### src/cfg_header_params.svh
// Purpose: Offsets, field positions, reset values and masks of the configuration header start
// Assumes: Configuration accesses address whole 32-bit words by index
// Notes:   Definitions only
`ifndef CFG_HEADER_PARAMS_SVH
`define CFG_HEADER_PARAMS_SVH

// Word indexes; byte offsets 00h (ids) and 04h (command)
`define CFG_ID_INDEX        6'h00
`define CFG_CMD_INDEX       6'h01

// Command bit positions
`define CMD_FAST_B2B_BIT    9
`define CMD_SERR_DRV_BIT    8
`define CMD_STEPPING_BIT    7
`define CMD_PARITY_RSP_BIT  6
`define CMD_PALETTE_BIT     5
`define CMD_WRITE_INV_BIT   4
`define CMD_SPECIAL_BIT     3
`define CMD_BUS_MASTER_BIT  2
`define CMD_MEMORY_BIT      1
`define CMD_IO_BIT          0

// Writable command bits: 9, 8, 6, 4, 2, 1, 0
`define CMD_WRITE_MASK      16'h0357
`define CMD_RESET_VALUE     16'h0000

// Detected parity error flag sits at bit 15 of the status half-word
`define STATUS_DETECTED_PARITY_ERROR_BIT 15

`endif

### src/cfg_header_pkg.sv
// Purpose: Types shared by the configuration header block
// Assumes: Nothing beyond the params header
// Notes:   Carriers are packed structs
package cfg_header_pkg;

  // Command register layout, msb first
  typedef struct packed {
    logic [5:0] reserved;
    logic       fast_b2b_enable;
    logic       system_error_driver_enable;
    logic       stepping_control;
    logic       parity_error_response;
    logic       palette_snoop;
    logic       write_invalidate_enable;
    logic       special_cycle_monitor;
    logic       bus_master_enable;
    logic       memory_space_enable;
    logic       io_space_enable;
  } cmd_type;

  // One configuration access request
  typedef struct packed {
    logic        sel;
    logic        write;
    logic [5:0]  index;
    logic [3:0]  byte_en;
    logic [31:0] wdata;
  } cfg_req_type;

  // One configuration answer
  typedef struct packed {
    logic        ack;
    logic [31:0] rdata;
  } cfg_rsp_type;

endpackage : cfg_header_pkg

### src/cfg_header_command.sv
// Purpose: Identification words and command register of one controller function
// Assumes: Configuration accesses arrive one per cycle at most, word indexed
// Notes:   Answer comes one cycle after the request; reads ignore byte enables
// What this block does
// - Standard header values, only product id differs
// - Fixed maker id at offset zero, writes ignored
// - Fixed product id, differs per function
// - All-zero command stops all non-config accesses
// - Command resets zero; bits 7,5,3 read-only
// - Bit 9 allows fast back-to-back across agents
// - Bit 8 gates the system error driver
// - Address parity reported needs bits 8 and 6
// - Parity response off: flag set, pin quiet
`include "cfg_header_params.svh"

module cfg_header_command #(
  parameter logic        ENHANCED_FUNCTION = 1'b0,    // 1 for the high-speed function
  parameter logic [15:0] MAKER_ID          = 16'h5a5a, // Arbitrary value
  parameter logic [15:0] PRODUCT_ID_FULL   = 16'ha5c1, // Arbitrary value
  parameter logic [15:0] PRODUCT_ID_HIGH   = 16'ha5c2  // Arbitrary value
) (
  input  wire logic                         ref_clk_in,     // System clock
  input  wire logic                         rst_in,         // Synchronous reset
  input  wire cfg_header_pkg::cfg_req_type  cfg_req_in,     // Configuration access
  output cfg_header_pkg::cfg_rsp_type       cfg_rsp_out,    // Configuration answer
  output cfg_header_pkg::cmd_type           cmd_out,        // Current command bits
  input  wire logic                         master_req_in,  // Core wants the bus
  input  wire logic                         mem_hit_in,     // Memory address decoded
  input  wire logic                         io_hit_in,      // I/O address decoded
  input  wire logic                         data_perr_in,   // Data parity error pulse
  input  wire logic                         addr_perr_in,   // Address parity error pulse
  input  wire logic                         parity_flag_clear_in, // Clear parity error flag
  output logic                              master_go_out,  // Mastering allowed now
  output logic                              mem_claim_out,  // Claim memory access
  output logic                              io_claim_out,   // Claim I/O access
  output logic                              b2b_cross_out,  // Cross-agent fast b2b ok
  output logic                              mwi_ok_out,     // Write-invalidate allowed
  output logic                              detected_parity_error_flag_out, // Sticky flag
  input  wire logic                         serr_n_in,      // System error pin level
  output logic                              serr_line_low_out, // Pin seen low
  output logic                              perr_n_out,     // Parity error pin out
  output logic                              perr_n_oe_out,  // Parity error enable
  output logic                              serr_n_out,     // System error pin out
  output logic                              serr_n_oe_out   // System error enable
);
  import cfg_header_pkg::*;

  // Whole block state
  typedef struct packed {
    cmd_type     cmd;
    cfg_rsp_type rsp;
    logic        detected_parity_error_flag; // Sticky, set wins over clear
    logic        master_go;
    logic        mem_claim;
    logic        io_claim;
    logic        b2b_cross;
    logic        mwi_ok;
    logic        serr_meta;   // First synchroniser stage, read only by the second
    logic        serr_low;
  } cmd_state_type;

  cmd_state_type s_q, s_d;
  logic [15:0]   product_id;  // Product id of this function
  logic [15:0]   lane_mask;   // Byte enables spread to bits
  logic [15:0]   cmd_bits;    // Command as a vector

  // Only the product id tells the two functions apart
  assign product_id = ENHANCED_FUNCTION ? PRODUCT_ID_HIGH : PRODUCT_ID_FULL;
  assign lane_mask  = {{8{cfg_req_in.byte_en[1]}}, {8{cfg_req_in.byte_en[0]}}};
  assign cmd_bits   = s_q.cmd;

  // Next state
  always_comb begin
    s_d = s_q;
    s_d.rsp.ack   = cfg_req_in.sel;       // Config cycles answered whatever the command
    s_d.rsp.rdata = 32'h0000_0000;
    if (cfg_req_in.sel && !cfg_req_in.write) begin
      // Read decode; unmapped words read zero
      if (cfg_req_in.index == `CFG_ID_INDEX) begin
        s_d.rsp.rdata = {product_id, MAKER_ID};
      end else if (cfg_req_in.index == `CFG_CMD_INDEX) begin
        s_d.rsp.rdata = {16'h0000, cmd_bits};
        s_d.rsp.rdata[16 + `STATUS_DETECTED_PARITY_ERROR_BIT] = s_q.detected_parity_error_flag;
      end
    end else if (cfg_req_in.sel && cfg_req_in.write) begin
      // Ids take no writes; only writable command bits move
      if (cfg_req_in.index == `CFG_CMD_INDEX) begin
        // Reserved and fixed bits are masked off, so stray ones do no harm
        s_d.cmd = cmd_type'((cmd_bits & ~(lane_mask & `CMD_WRITE_MASK))
                  | (cfg_req_in.wdata[15:0] & lane_mask & `CMD_WRITE_MASK));
      end
    end
    // Parity error flag: set wins over clear, set even with response off
    if (data_perr_in || addr_perr_in) begin
      s_d.detected_parity_error_flag = 1'b1;
    end else if (parity_flag_clear_in) begin
      s_d.detected_parity_error_flag = 1'b0;
    end
    // Gates; an all-zero command shuts every one of them
    s_d.master_go = master_req_in & s_q.cmd.bus_master_enable;
    s_d.mem_claim = mem_hit_in & s_q.cmd.memory_space_enable;
    s_d.io_claim  = io_hit_in & s_q.cmd.io_space_enable;
    s_d.b2b_cross = s_q.cmd.fast_b2b_enable;
    s_d.mwi_ok    = s_q.cmd.write_invalidate_enable;
    // Pin level crosses in through two flops
    s_d.serr_meta = ~serr_n_in;
    s_d.serr_low  = s_q.serr_meta;
  end

  // State register; command returns to zero on reset
  always_ff @(posedge ref_clk_in) begin
    if (rst_in) begin
      s_q     <= '0;
      s_q.cmd <= cmd_type'(`CMD_RESET_VALUE);
    end else begin
      s_q <= s_d;
    end
  end

  // Outputs straight from the state register
  assign cfg_rsp_out       = s_q.rsp;
  assign cmd_out           = s_q.cmd;
  assign master_go_out     = s_q.master_go;
  assign mem_claim_out     = s_q.mem_claim;
  assign io_claim_out      = s_q.io_claim;
  assign b2b_cross_out     = s_q.b2b_cross;
  assign mwi_ok_out        = s_q.mwi_ok;
  assign detected_parity_error_flag_out = s_q.detected_parity_error_flag;
  assign serr_line_low_out = s_q.serr_low;

  // Error pin drivers
  parity_error_reporter u_reporter (
    .ref_clk_in     (ref_clk_in),
    .rst_in         (rst_in),
    .parity_rsp_in  (s_q.cmd.parity_error_response),
    .serr_drv_en_in (s_q.cmd.system_error_driver_enable),
    .data_perr_in   (data_perr_in),
    .addr_perr_in   (addr_perr_in),
    .perr_n_out     (perr_n_out),
    .perr_n_oe_out  (perr_n_oe_out),
    .serr_n_out     (serr_n_out),
    .serr_n_oe_out  (serr_n_oe_out)
  );
endmodule // cfg_header_command

### src/parity_error_reporter.sv
// Purpose: Drives the open-drain parity and system error pins from parity events
// Assumes: Parity events are one-cycle pulses on the same clock
// Notes:   Pin out is always low; the enable carries the assertion
module parity_error_reporter (
  input  wire logic ref_clk_in,                 // System clock
  input  wire logic rst_in,                     // Synchronous reset, active high
  input  wire logic parity_rsp_in,              // Parity error response enable
  input  wire logic serr_drv_en_in,             // System error driver enable
  input  wire logic data_perr_in,               // Data parity error pulse
  input  wire logic addr_perr_in,               // Address parity error pulse
  output logic      perr_n_out,                 // Parity error pin level
  output logic      perr_n_oe_out,              // High while driving parity error
  output logic      serr_n_out,                 // System error pin level
  output logic      serr_n_oe_out               // High while driving system error
);
  import cfg_header_pkg::*;

  typedef struct packed {
    logic perr_oe;
    logic serr_oe;
  } rep_state_type;

  rep_state_type s_q, s_d;

  // Next state: both pins released unless an enabled event arrives
  always_comb begin
    s_d = '0;
    s_d.perr_oe = data_perr_in & parity_rsp_in;
    // Address errors need both enables; the driver gate closes otherwise
    s_d.serr_oe = addr_perr_in & parity_rsp_in & serr_drv_en_in;
  end

  // State register
  always_ff @(posedge ref_clk_in) begin
    if (rst_in) begin
      s_q <= '0;
    end else begin
      s_q <= s_d;
    end
  end

  assign perr_n_out    = 1'b0;          // Open drain, only the enable moves
  assign perr_n_oe_out = s_q.perr_oe;
  assign serr_n_out    = 1'b0;
  assign serr_n_oe_out = s_q.serr_oe;
endmodule // parity_error_reporter

### config.mk
export PLATFORM = sky130hd
export DESIGN_NAME = cfg_header_command
export DESIGN_NICKNAME = d
export VERILOG_FILES = /design/src/cfg_header_pkg.sv /design/src/cfg_header_command.sv /design/src/parity_error_reporter.sv
export VERILOG_INCLUDE_DIRS = /design/src /design/src/src
export SDC_FILE = /design/constraint.sdc
export NUM_CORES = 1
export LEC_CHECK = 0
export ABC_AREA = 1
export BUFFER_PORTS_ARGS = -buffer_cell sky130_fd_sc_hd__buf_2
export CAP_MARGIN = 40
export CORE_MARGIN = 2
export CORE_UTILIZATION = 33
export CTS_CLUSTER_DIAMETER = 120
export DETAILED_ROUTE_END_ITERATION = 10
export PLACE_DENSITY = 0.8
export SLEW_MARGIN = 0
export SYNTH_ARGS = -nofsm -noshare
export SYNTH_HDL_FRONTEND = slang
export SYNTH_SLANG_ARGS = --single-unit
### constraint.sdc
create_clock -name ref_clk_in -period 0.8 [get_ports ref_clk_in]
set_input_delay 0.16 -clock ref_clk_in [delete_from_list [all_inputs] [get_ports ref_clk_in]]
set_output_delay 0.16 -clock ref_clk_in [all_outputs]
set_load 0.01 [all_outputs]
Word level (Yosys, flattened, before mapping)
Index checks and enable logic that the tools add are counted.
- bits in registers: 59
- input port bits: 53
- output and inout port bits: 60
- word-level logic and storage cells: 53
- equal/unequal tests: 1
- mux-type cells: 4
- bitwise logic cells: 13
- reductions and logical operators: 10
- operator list (operator ; count):
    2-to-1 mux 32 bit ; 2
    AND 16 bit ; 1
    NOT 10 -> 16 bit ; 1
    bitwise OR 16 x 10 -> 16 bit ; 1
    AND 10 bit ; 1
    AND 1 bit ; 6
    equality test 6 x 1 -> 1 bit (second input constant) ; 1
    logical NOT 6 bit ; 1
    OR reduction 4 bit ; 1
    NOT 1 bit ; 3
    AND reduction 3 bit ; 1
    OR reduction 3 bit ; 1
    logical AND 1 bit ; 2
    2-to-1 mux 1 bit ; 2
    nonzero test 2 bit ; 1
    OR reduction 2 bit ; 1
    logical NOT 1 bit ; 1
    logical OR 1 bit ; 1

Logic depth before layout (Yosys ltp)
Gate-level depths: netlist (run 1).
- depth in word-level cells: 4
- depth in mapped cells: 8
- gate-level depth less buffers: 7

Hierarchy
Synthesis (run 1) repeated with hierarchy kept, for this count alone.
- cells, all modules: 164
- area, all modules: 1249.9 µm²
- modules (own cells, without submodules) (module ; times used ; cells an instance ; area each (µm²) ; sequential area each (µm²)):
    cfg_header_command ; 1 ; 153 ; 1166.1 ; 500.5
    parity_error_reporter ; 1 ; 11 ; 83.8 ; 40.0

Worst setup path before layout (run 1)
OpenSTA, ideal clock, no wires.
- path kind: in2reg
- start: input port cfg_req_in[39] (netlist name)
- end: register (tool-made name)
- setup time: 0.064 ns
- arrival: 0.781 ns
- data required time: 0.736 ns
- slack: -0.044 ns
- stages: 8
- path buffers: 1
- cell sequence: nor2_1 nand2_1 nor2_2 buf_6 nand3_2 nand2_1 inv_1 nor2_1
- RTL lines (item ; RTL line ; RTL):
    from (decl) ; cfg_header_command.sv:24 ; input wire cfg_header_pkg::cfg_req_type cfg_req_in,

Worst setup path in the final report (run 1)
- start: register s_q (netlist bit cfg_rsp_out[29])
- end: output port cfg_rsp_out[29] (netlist name)
- RTL lines (item ; RTL line ; RTL):
    from (decl) ; cfg_header_command.sv:62 ; cmd_state_type s_q, s_d;
    to (decl) ; cfg_header_command.sv:25 ; output cfg_header_pkg::cfg_rsp_type cfg_rsp_out,
No word-level cell between the ends.

==> flow_metrics.env, run 1 <==
export IMPL_detail_route_antenna_nets=0
export IMPL_synth_yosys_warnings=0
export IMPL_critical_path_startpoint_type="flop"
export IMPL_stdcell_area_um2=1740
export IMPL_cp_capture_type="primary output"
export IMPL_average_cell_area_after_synthesis_um2=7.73
export IMPL_final_layout_fill_cell_count=360
export IMPL_final_setup_worst_slack_ns=-0.135
export IMPL_placement_io_buffers=60
export IMPL_drtPass1Iterations=4
export IMPL_p_leak_nw=0.948
export IMPL_cts_sink_count=27
export IMPL_post_route_period_util_pct=117
export IMPL_antenna_cells=0
export IMPL_max_stage_delay_ns=0.38
export IMPL_clk_path_buf_depth=2
export IMPL_timing_hold_worst_class="input port to flop"
export IMPL_failed_checks="setup timing"
export IMPL_post_place_cells=261
export IMPL_die_w_um=65.6
export IMPL_post_synth_instance_area_um2=1250
export IMPL_yosys_reg_bits=27
export IMPL_cts_buffers_inserted=3
export IMPL_grt_total_usage_pct=11.0
export IMPL_synthToLayoutAreaGrowth_pct=39.0
export IMPL_max_vdd_ir_drop_uv=570
export IMPL_worstSkewPairLatency_ns=0.26
export IMPL_timing_critical_path_cells="buf_2"
export IMPL_die_h_um=65.6
export IMPL_globalRoute_totalOverflow=0
export IMPL_cp_data_required_time_ns=0.64
export IMPL_initial_core_util_pct=34.2
export IMPL_critical_path_top_delay_family="flip-flops"
export IMPL_gp_routability_congestion=0.765
export IMPL_place_detailed_hpwl_um=1970
export IMPL_crit_fanout=10
export IMPL_timing_max_cap_violations=0
export IMPL_num_io_pins=113
export IMPL_final_hold_violations=0
export IMPL_critical_path_arrival_ns=0.77
export IMPL_status="complete, but fails checks"
export IMPL_cts_htree_levels=1
export IMPL_avgViaCountPerCell=3.87
export IMPL_first_iter_violations=47
export IMPL_critical_path_n_buffers_inverters=1
export IMPL_rsz0062_at_grt="yes"
export IMPL_clk_transition_reported_paths_ns=0.09
export IMPL_layout_cells_non_filler=271
export IMPL_setup_viol=38
export IMPL_cts_tree="yes"
export IMPL_grt_start_max_net_pins=15
export IMPL_route_vias_total=1049
export IMPL_post_synth_inst_count=162
export IMPL_cts_root_buf="clkbuf_8"
export IMPL_finalMaxSlewViolations=0
export IMPL_design_final_nets=277
export IMPL_sequential_element_share_of_the_synthesized_area_pct=43.2
export IMPL_power_density_nw_per_um2=1370
export IMPL_core_area_um2=3660
export IMPL_finalWorstPathRequiredPeriod_ns=0.935
export IMPL_via_count_of_the_first_global_routing_pass=873
export IMPL_cp_slowest_cell="dfxtp_4"
export IMPL_route_detailed_drc=0
export IMPL_num_rows=22
export IMPL_die_area_um2=4300
export IMPL_antenna_found_initial=0
export IMPL_achievable_frequency_mhz=1070
export IMPL_synth_lib_cells_used_distinct=19
export IMPL_layout_drive_gt1_share_pct=46.6
export IMPL_detailed_place_area_um2=1470
export IMPL_grt_first_pass_wirelength_um=3660
export IMPL_detail_route_wl_per_cell_um=9.66
export IMPL_critPathKind="flop to primary output"
export IMPL_routed_wl_um=2620
export IMPL_final_setup_skew_ns=0.00210
[cells in the mapped netlist]
| master | number | area share [%] |
|---|---|---|
| buf_4 | 38 | 23 |
| inv_1 | 29 | 8.7 |
| dfxtp_1 | 27 | 43 |
| nand2_1 | 23 | 6.9 |
| nor2_1 | 20 | 6.0 |
| nand4_1 | 7 | 3.5 |
| o21ai_0 | 4 | 1.6 |
| nand3_1 | 2 | 0.80 |
| nor3_1 | 2 | 0.80 |
| a31oi_1 | 1 | 0.50 |
| buf_6 | 1 | 0.90 |
| clkbuf_1 | 1 | 0.30 |
| clkinv_1 | 1 | 0.30 |
| conb_1 | 1 | 0.30 |
| nand2_4 | 1 | 0.90 |
| nand3_2 | 1 | 0.80 |
| nor2_2 | 1 | 0.50 |
| nor3_2 | 1 | 0.80 |
| nor4_1 | 1 | 0.50 |
[cell type report]
class / instances / area (um^2) / area share [%]
sequential: 27 / 559 / 32.1
clock buffer: 4 / 45.0 / 2.59
multi-input combinational: 89 / 460 / 26.5
tap: 48 / 60.1 / 3.45
inverter: 30 / 113 / 6.47
timing repair buffer: 73 / 503 / 28.9
[report_power, final]
group / internal (mW) / switching, mW
Combinational: 0.114 / 0.161
Sequential: 1.35 / 0.00629
Clock: 0.356 / 0.391
Total: 1.82 / 0.559
[placed cells by master, fill, tap and decap left out, types with 2 or more instances in the layout]
cell type / n
dfxtp_2: 12
dfxtp_1: 14
nand2_1: 21
nor3_2: 2
inv_1: 29
clkbuf_8: 3
nor2_4: 3
nor2_1: 17
conb_1: 25
nand2_2: 2
buf_2: 45
o21ai_2: 3
nand4_1: 7
buf_4: 10
buf_6: 18
[per-stage QoR]
stage                     utilization (%)  setup TNS [ns]  hold slack [ns]  setup slack, ns  power [mW]
after floorplan                         -          -0.108            0.232          -0.0254        1.60
after global placement               40.3           -3.43            0.319           -0.246        1.62
after detailed placement             40.3           -4.03            0.325           -0.298        1.63
after CTS                            44.2           -3.06           0.0416           -0.144        2.36
after global routing                 47.5           -4.55           0.0445           -0.177        2.49
final                                47.5           -2.91           0.0432           -0.135        2.38
[repair_timing]
| action | 4_1_cts | 5_1_grt |
|---|---|---|
| endpoints found under the setup margin | 40 | 49 |
| resized for setup | 20 | 27 |
| pin swaps | 0 | 7 |
| hold buffers | 0 | 0 |
| buffers inserted | 3 | 2 |
| cloned | 0 | 1 |
[per-layer routing]
layer	routed length [um]	up-vias	track usage, %
li1	-	541	-
met1	988	453	12.1
met2	1370	53	20.7
met3	227	2	1.37
met4	27	0	5.47
met5	0	-	0
[path summary, 6_finish.rpt]
path | start | slack [ns] | end | cells after the start
worst max-delay path | cfg_rsp_out[29]$_SDFF_PP0_ | -0.13 | cfg_rsp_out[29] | 1
worst min-delay path | serr_n_in | 0.04 | s_d[0]$_SDFF_PP0_ | 2
worst max register to register | flop | 0.03 | flop | 5
worst min register to register | s_d[0]$_SDFF_PP0_ | 0.41 | serr_line_low_out$_SDFF_PP0_ | 2
[cell families (layout without fill, tap and decap cells)]
logic type	count (synthesis)	after routing	synth area share (%)
compound gates	5	5	2.10
flops	27	27	43.2
buf+inv	70	107	33.0
other cells	1	25	0.299
simple gates	59	59	21.5
Note: power is estimated with default switching activity, not from simulation.
==> run 2, diff against run 1 <==
--- a/config.mk
+++ b/config.mk
@@ -6,14 +6,13 @@
 export SDC_FILE = /design/constraint.sdc
 export NUM_CORES = 1
 export LEC_CHECK = 0
-export ABC_AREA = 1
 export BUFFER_PORTS_ARGS = -buffer_cell sky130_fd_sc_hd__buf_2
 export CAP_MARGIN = 40
 export CORE_MARGIN = 2
 export CORE_UTILIZATION = 33
 export CTS_CLUSTER_DIAMETER = 120
 export DETAILED_ROUTE_END_ITERATION = 10
-export PLACE_DENSITY = 0.8
+export PLACE_DENSITY = 0.81
 export SLEW_MARGIN = 0
 export SYNTH_ARGS = -nofsm -noshare
 export SYNTH_HDL_FRONTEND = slang
==> flow_metrics.env, run 2 <==
export IMPL_status="complete, but fails checks"
export IMPL_failed_checks="setup timing"
export IMPL_synth_yosys_warnings=0
export IMPL_yosys_reg_bits=27
export IMPL_power_sequential_fraction_pct=55.3
export IMPL_first_iter_violations=33
export IMPL_routed_wl_um=2980
export IMPL_final_cell_mix="buf_2 (35), buf_6 (28), conb_1 (25)"
export IMPL_place_detailed_hpwl_um=2030
export IMPL_final_setup_worst_slack_ns=-0.363
export IMPL_total_power_mw=2.44
export IMPL_rsz0062_at_grt="yes"
export IMPL_placement_io_buffers=60
export IMPL_post_place_cells=238
export IMPL_synthToLayoutAreaGrowth_pct=60.4
export IMPL_layout_commonest_cell="buf_2"
export IMPL_synth_common_cells="buf_4 (38), dfxtp_1 (27), a21oi_1 (12)"
export IMPL_final_hold_violations=0
export IMPL_die_h_um=64.9
export IMPL_design_final_nets=256
export IMPL_gp_routability_congestion=0.744
export IMPL_cts_htree_levels=1
export IMPL_comb_power_share_pct=13.3
export IMPL_most_repeated_cell_in_the_gate_level_netlist_after_synthesis="buf_4"
export IMPL_layout_cells_non_filler=250
export IMPL_synth_edff_count=0
export IMPL_setup_total_negative_slack_ns=-7.13
export IMPL_layout_drive_gt1_share_pct=61.4
export IMPL_worstSkewPairLatency_ns=0.27
export IMPL_sequential_element_share_of_the_synthesized_area_pct=44.2
export IMPL_max_vdd_ir_drop_uv=541
export IMPL_initial_core_util_pct=33.9
export IMPL_average_cell_area_after_synthesis_um2=9.20
export IMPL_antenna_cells=0
export IMPL_finalMaxSlewViolations=0
export IMPL_clkPwrFrac_pct=31.4
export IMPL_globalRoute_totalOverflow=0
export IMPL_via_count_of_the_first_global_routing_pass=1039
export IMPL_post_synth_inst_count=133
export IMPL_grt_start_max_net_pins=17
export IMPL_p_leak_nw=0.914
export IMPL_die_area_um2=4210
export IMPL_power_density_nw_per_um2=1240
export IMPL_critPathKind="input port to flop"
export IMPL_antenna_found_initial=0
export IMPL_timing_hold_worst_class="input port to flop"
export IMPL_stdcell_area_um2=1960
export IMPL_final_core_utilization_pct=54.4
export IMPL_setup_viol=51
export IMPL_timing_max_cap_violations=0
export IMPL_synth_top_cell_area_share_pct=44.2
export IMPL_num_io_pins=113
export IMPL_yosys_area_top_type="dfxtp_1"
export IMPL_clk_path_buf_depth=2
export IMPL_cts_tree="yes"
export IMPL_cts_root_buf="clkbuf_8"
export IMPL_synth_lib_cells_used_distinct=26
export IMPL_grt_first_pass_wirelength_um=4820
export IMPL_grt_total_usage_pct=15.0
export IMPL_clk_transition_reported_paths_ns=0.09
export IMPL_avgViaCountPerCell=4.26
export IMPL_route_vias_total=1064
export IMPL_cts_sink_count=27
export IMPL_post_synthesis_async_set_or_reset_flop_share_pct=0
export IMPL_cellInternalPower_mw=1.84
export IMPL_final_setup_skew_ns=0.00484
export IMPL_ys_dominant_reg_cell="dfxtp_1"
export IMPL_detailed_place_area_um2=1510
export IMPL_cts_buffers_inserted=3
export IMPL_detail_route_antenna_nets=0
export IMPL_detail_route_wl_per_cell_um=11.9
export IMPL_holdWs_ns=0.0336
export IMPL_post_route_period_util_pct=145
export IMPL_worst_r2r_path_depth=3
export IMPL_core_area_um2=3610
export IMPL_critical_path_startpoint_type="input port"
export IMPL_route_detailed_drc=0
export IMPL_die_w_um=64.9
export IMPL_leading_cell_types_by_total_area_after_synthesis="dfxtp_1 (44%), buf_4 (23%), a21oi_1 (4.9%), o31ai_1 (3.7%), nand4_1 (3.1%)"
export IMPL_critical_path_arrival_ns=1.33
export IMPL_drtPass1Iterations=4
export IMPL_achievable_frequency_mhz=860
export IMPL_placement_setup_worst_slack_ns=-0.751
export IMPL_min_delay_path_depth=2
export IMPL_net_switching_fraction_of_the_power_pct=24.7
export IMPL_finalWorstPathRequiredPeriod_ns=1.16
export IMPL_num_rows=22
export IMPL_switching_power_mw=0.602
export IMPL_crit_fanout=2
export IMPL_cp_capture_type="flop"
export IMPL_post_synth_instance_area_um2=1220
export IMPL_cp_data_required_time_ns=0.97
run 2: layer usage:
metal | routed length, um | GRT usage, % | vias up
met3 | 174 | 2.08 | 2
li1 | - | - | 517
met5 | 0 | 0 | -
met1 | 997 | 15.9 | 496
met4 | 29 | 6.38 | 0
met2 | 1770 | 29.1 | 49
run 2: power groups by stage:
stage          Sequential (mW)  Combinational (mW)  Clock, mW
3_5_place_dp              1.39               0.261          0
3_3_place_gp              1.39               0.256          0
6_report                  1.35               0.325      0.768
2_1_floorplan             1.40               0.213          0
4_1_cts                   1.35               0.302      0.797
5_1_grt                   1.35               0.354      0.892
run 2: final timing paths:
kind | startpoint | to | slack (ns)
hold / removal | serr_n_in | s_d[0]$_SDFF_PP0_ | 0.03
setup / recovery | cfg_req_in[38] | flop | -0.36
hold reg to reg | s_d[0]$_SDFF_PP0_ | serr_line_low_out$_SDFF_PP0_ | 0.44
setup reg to reg | flop | flop | 0
run 2: cells by family after synthesis:
logic type | Yosys count | synth area share (%)
flip-flops | 27 | 44.2
buffers and inverters | 50 | 27.7
other | 1 | 0.306
multiplexers | 1 | 0.920
AND/OR/NAND/NOR | 36 | 18.3
AO/OA/AOI/OAI | 18 | 8.59
run 2: final cells by class:
class	count	area (um^2)
clock buffers	3	41.3
clock inverters	1	7.51
fillers	320	1640
inverters	7	26.3
multi-input cells	80	589
flip-flops and latches	27	566
well taps	48	60.1
repair buffers	84	673
run 2: worst max-delay path: stages:
cell and delay [ns]:
buf_2 0.11, or4bb_4 0.54, nor3_4 0.21, mux2_4 0.31
run 2: what timing repair did:
action,in CTS,in global routing
endpoints found under the setup margin,51,53
setup buffers,8,0
hold buffers,0,0
pin swaps,8,11
resized for setup,48,24
endpoints found under the hold margin,0,0
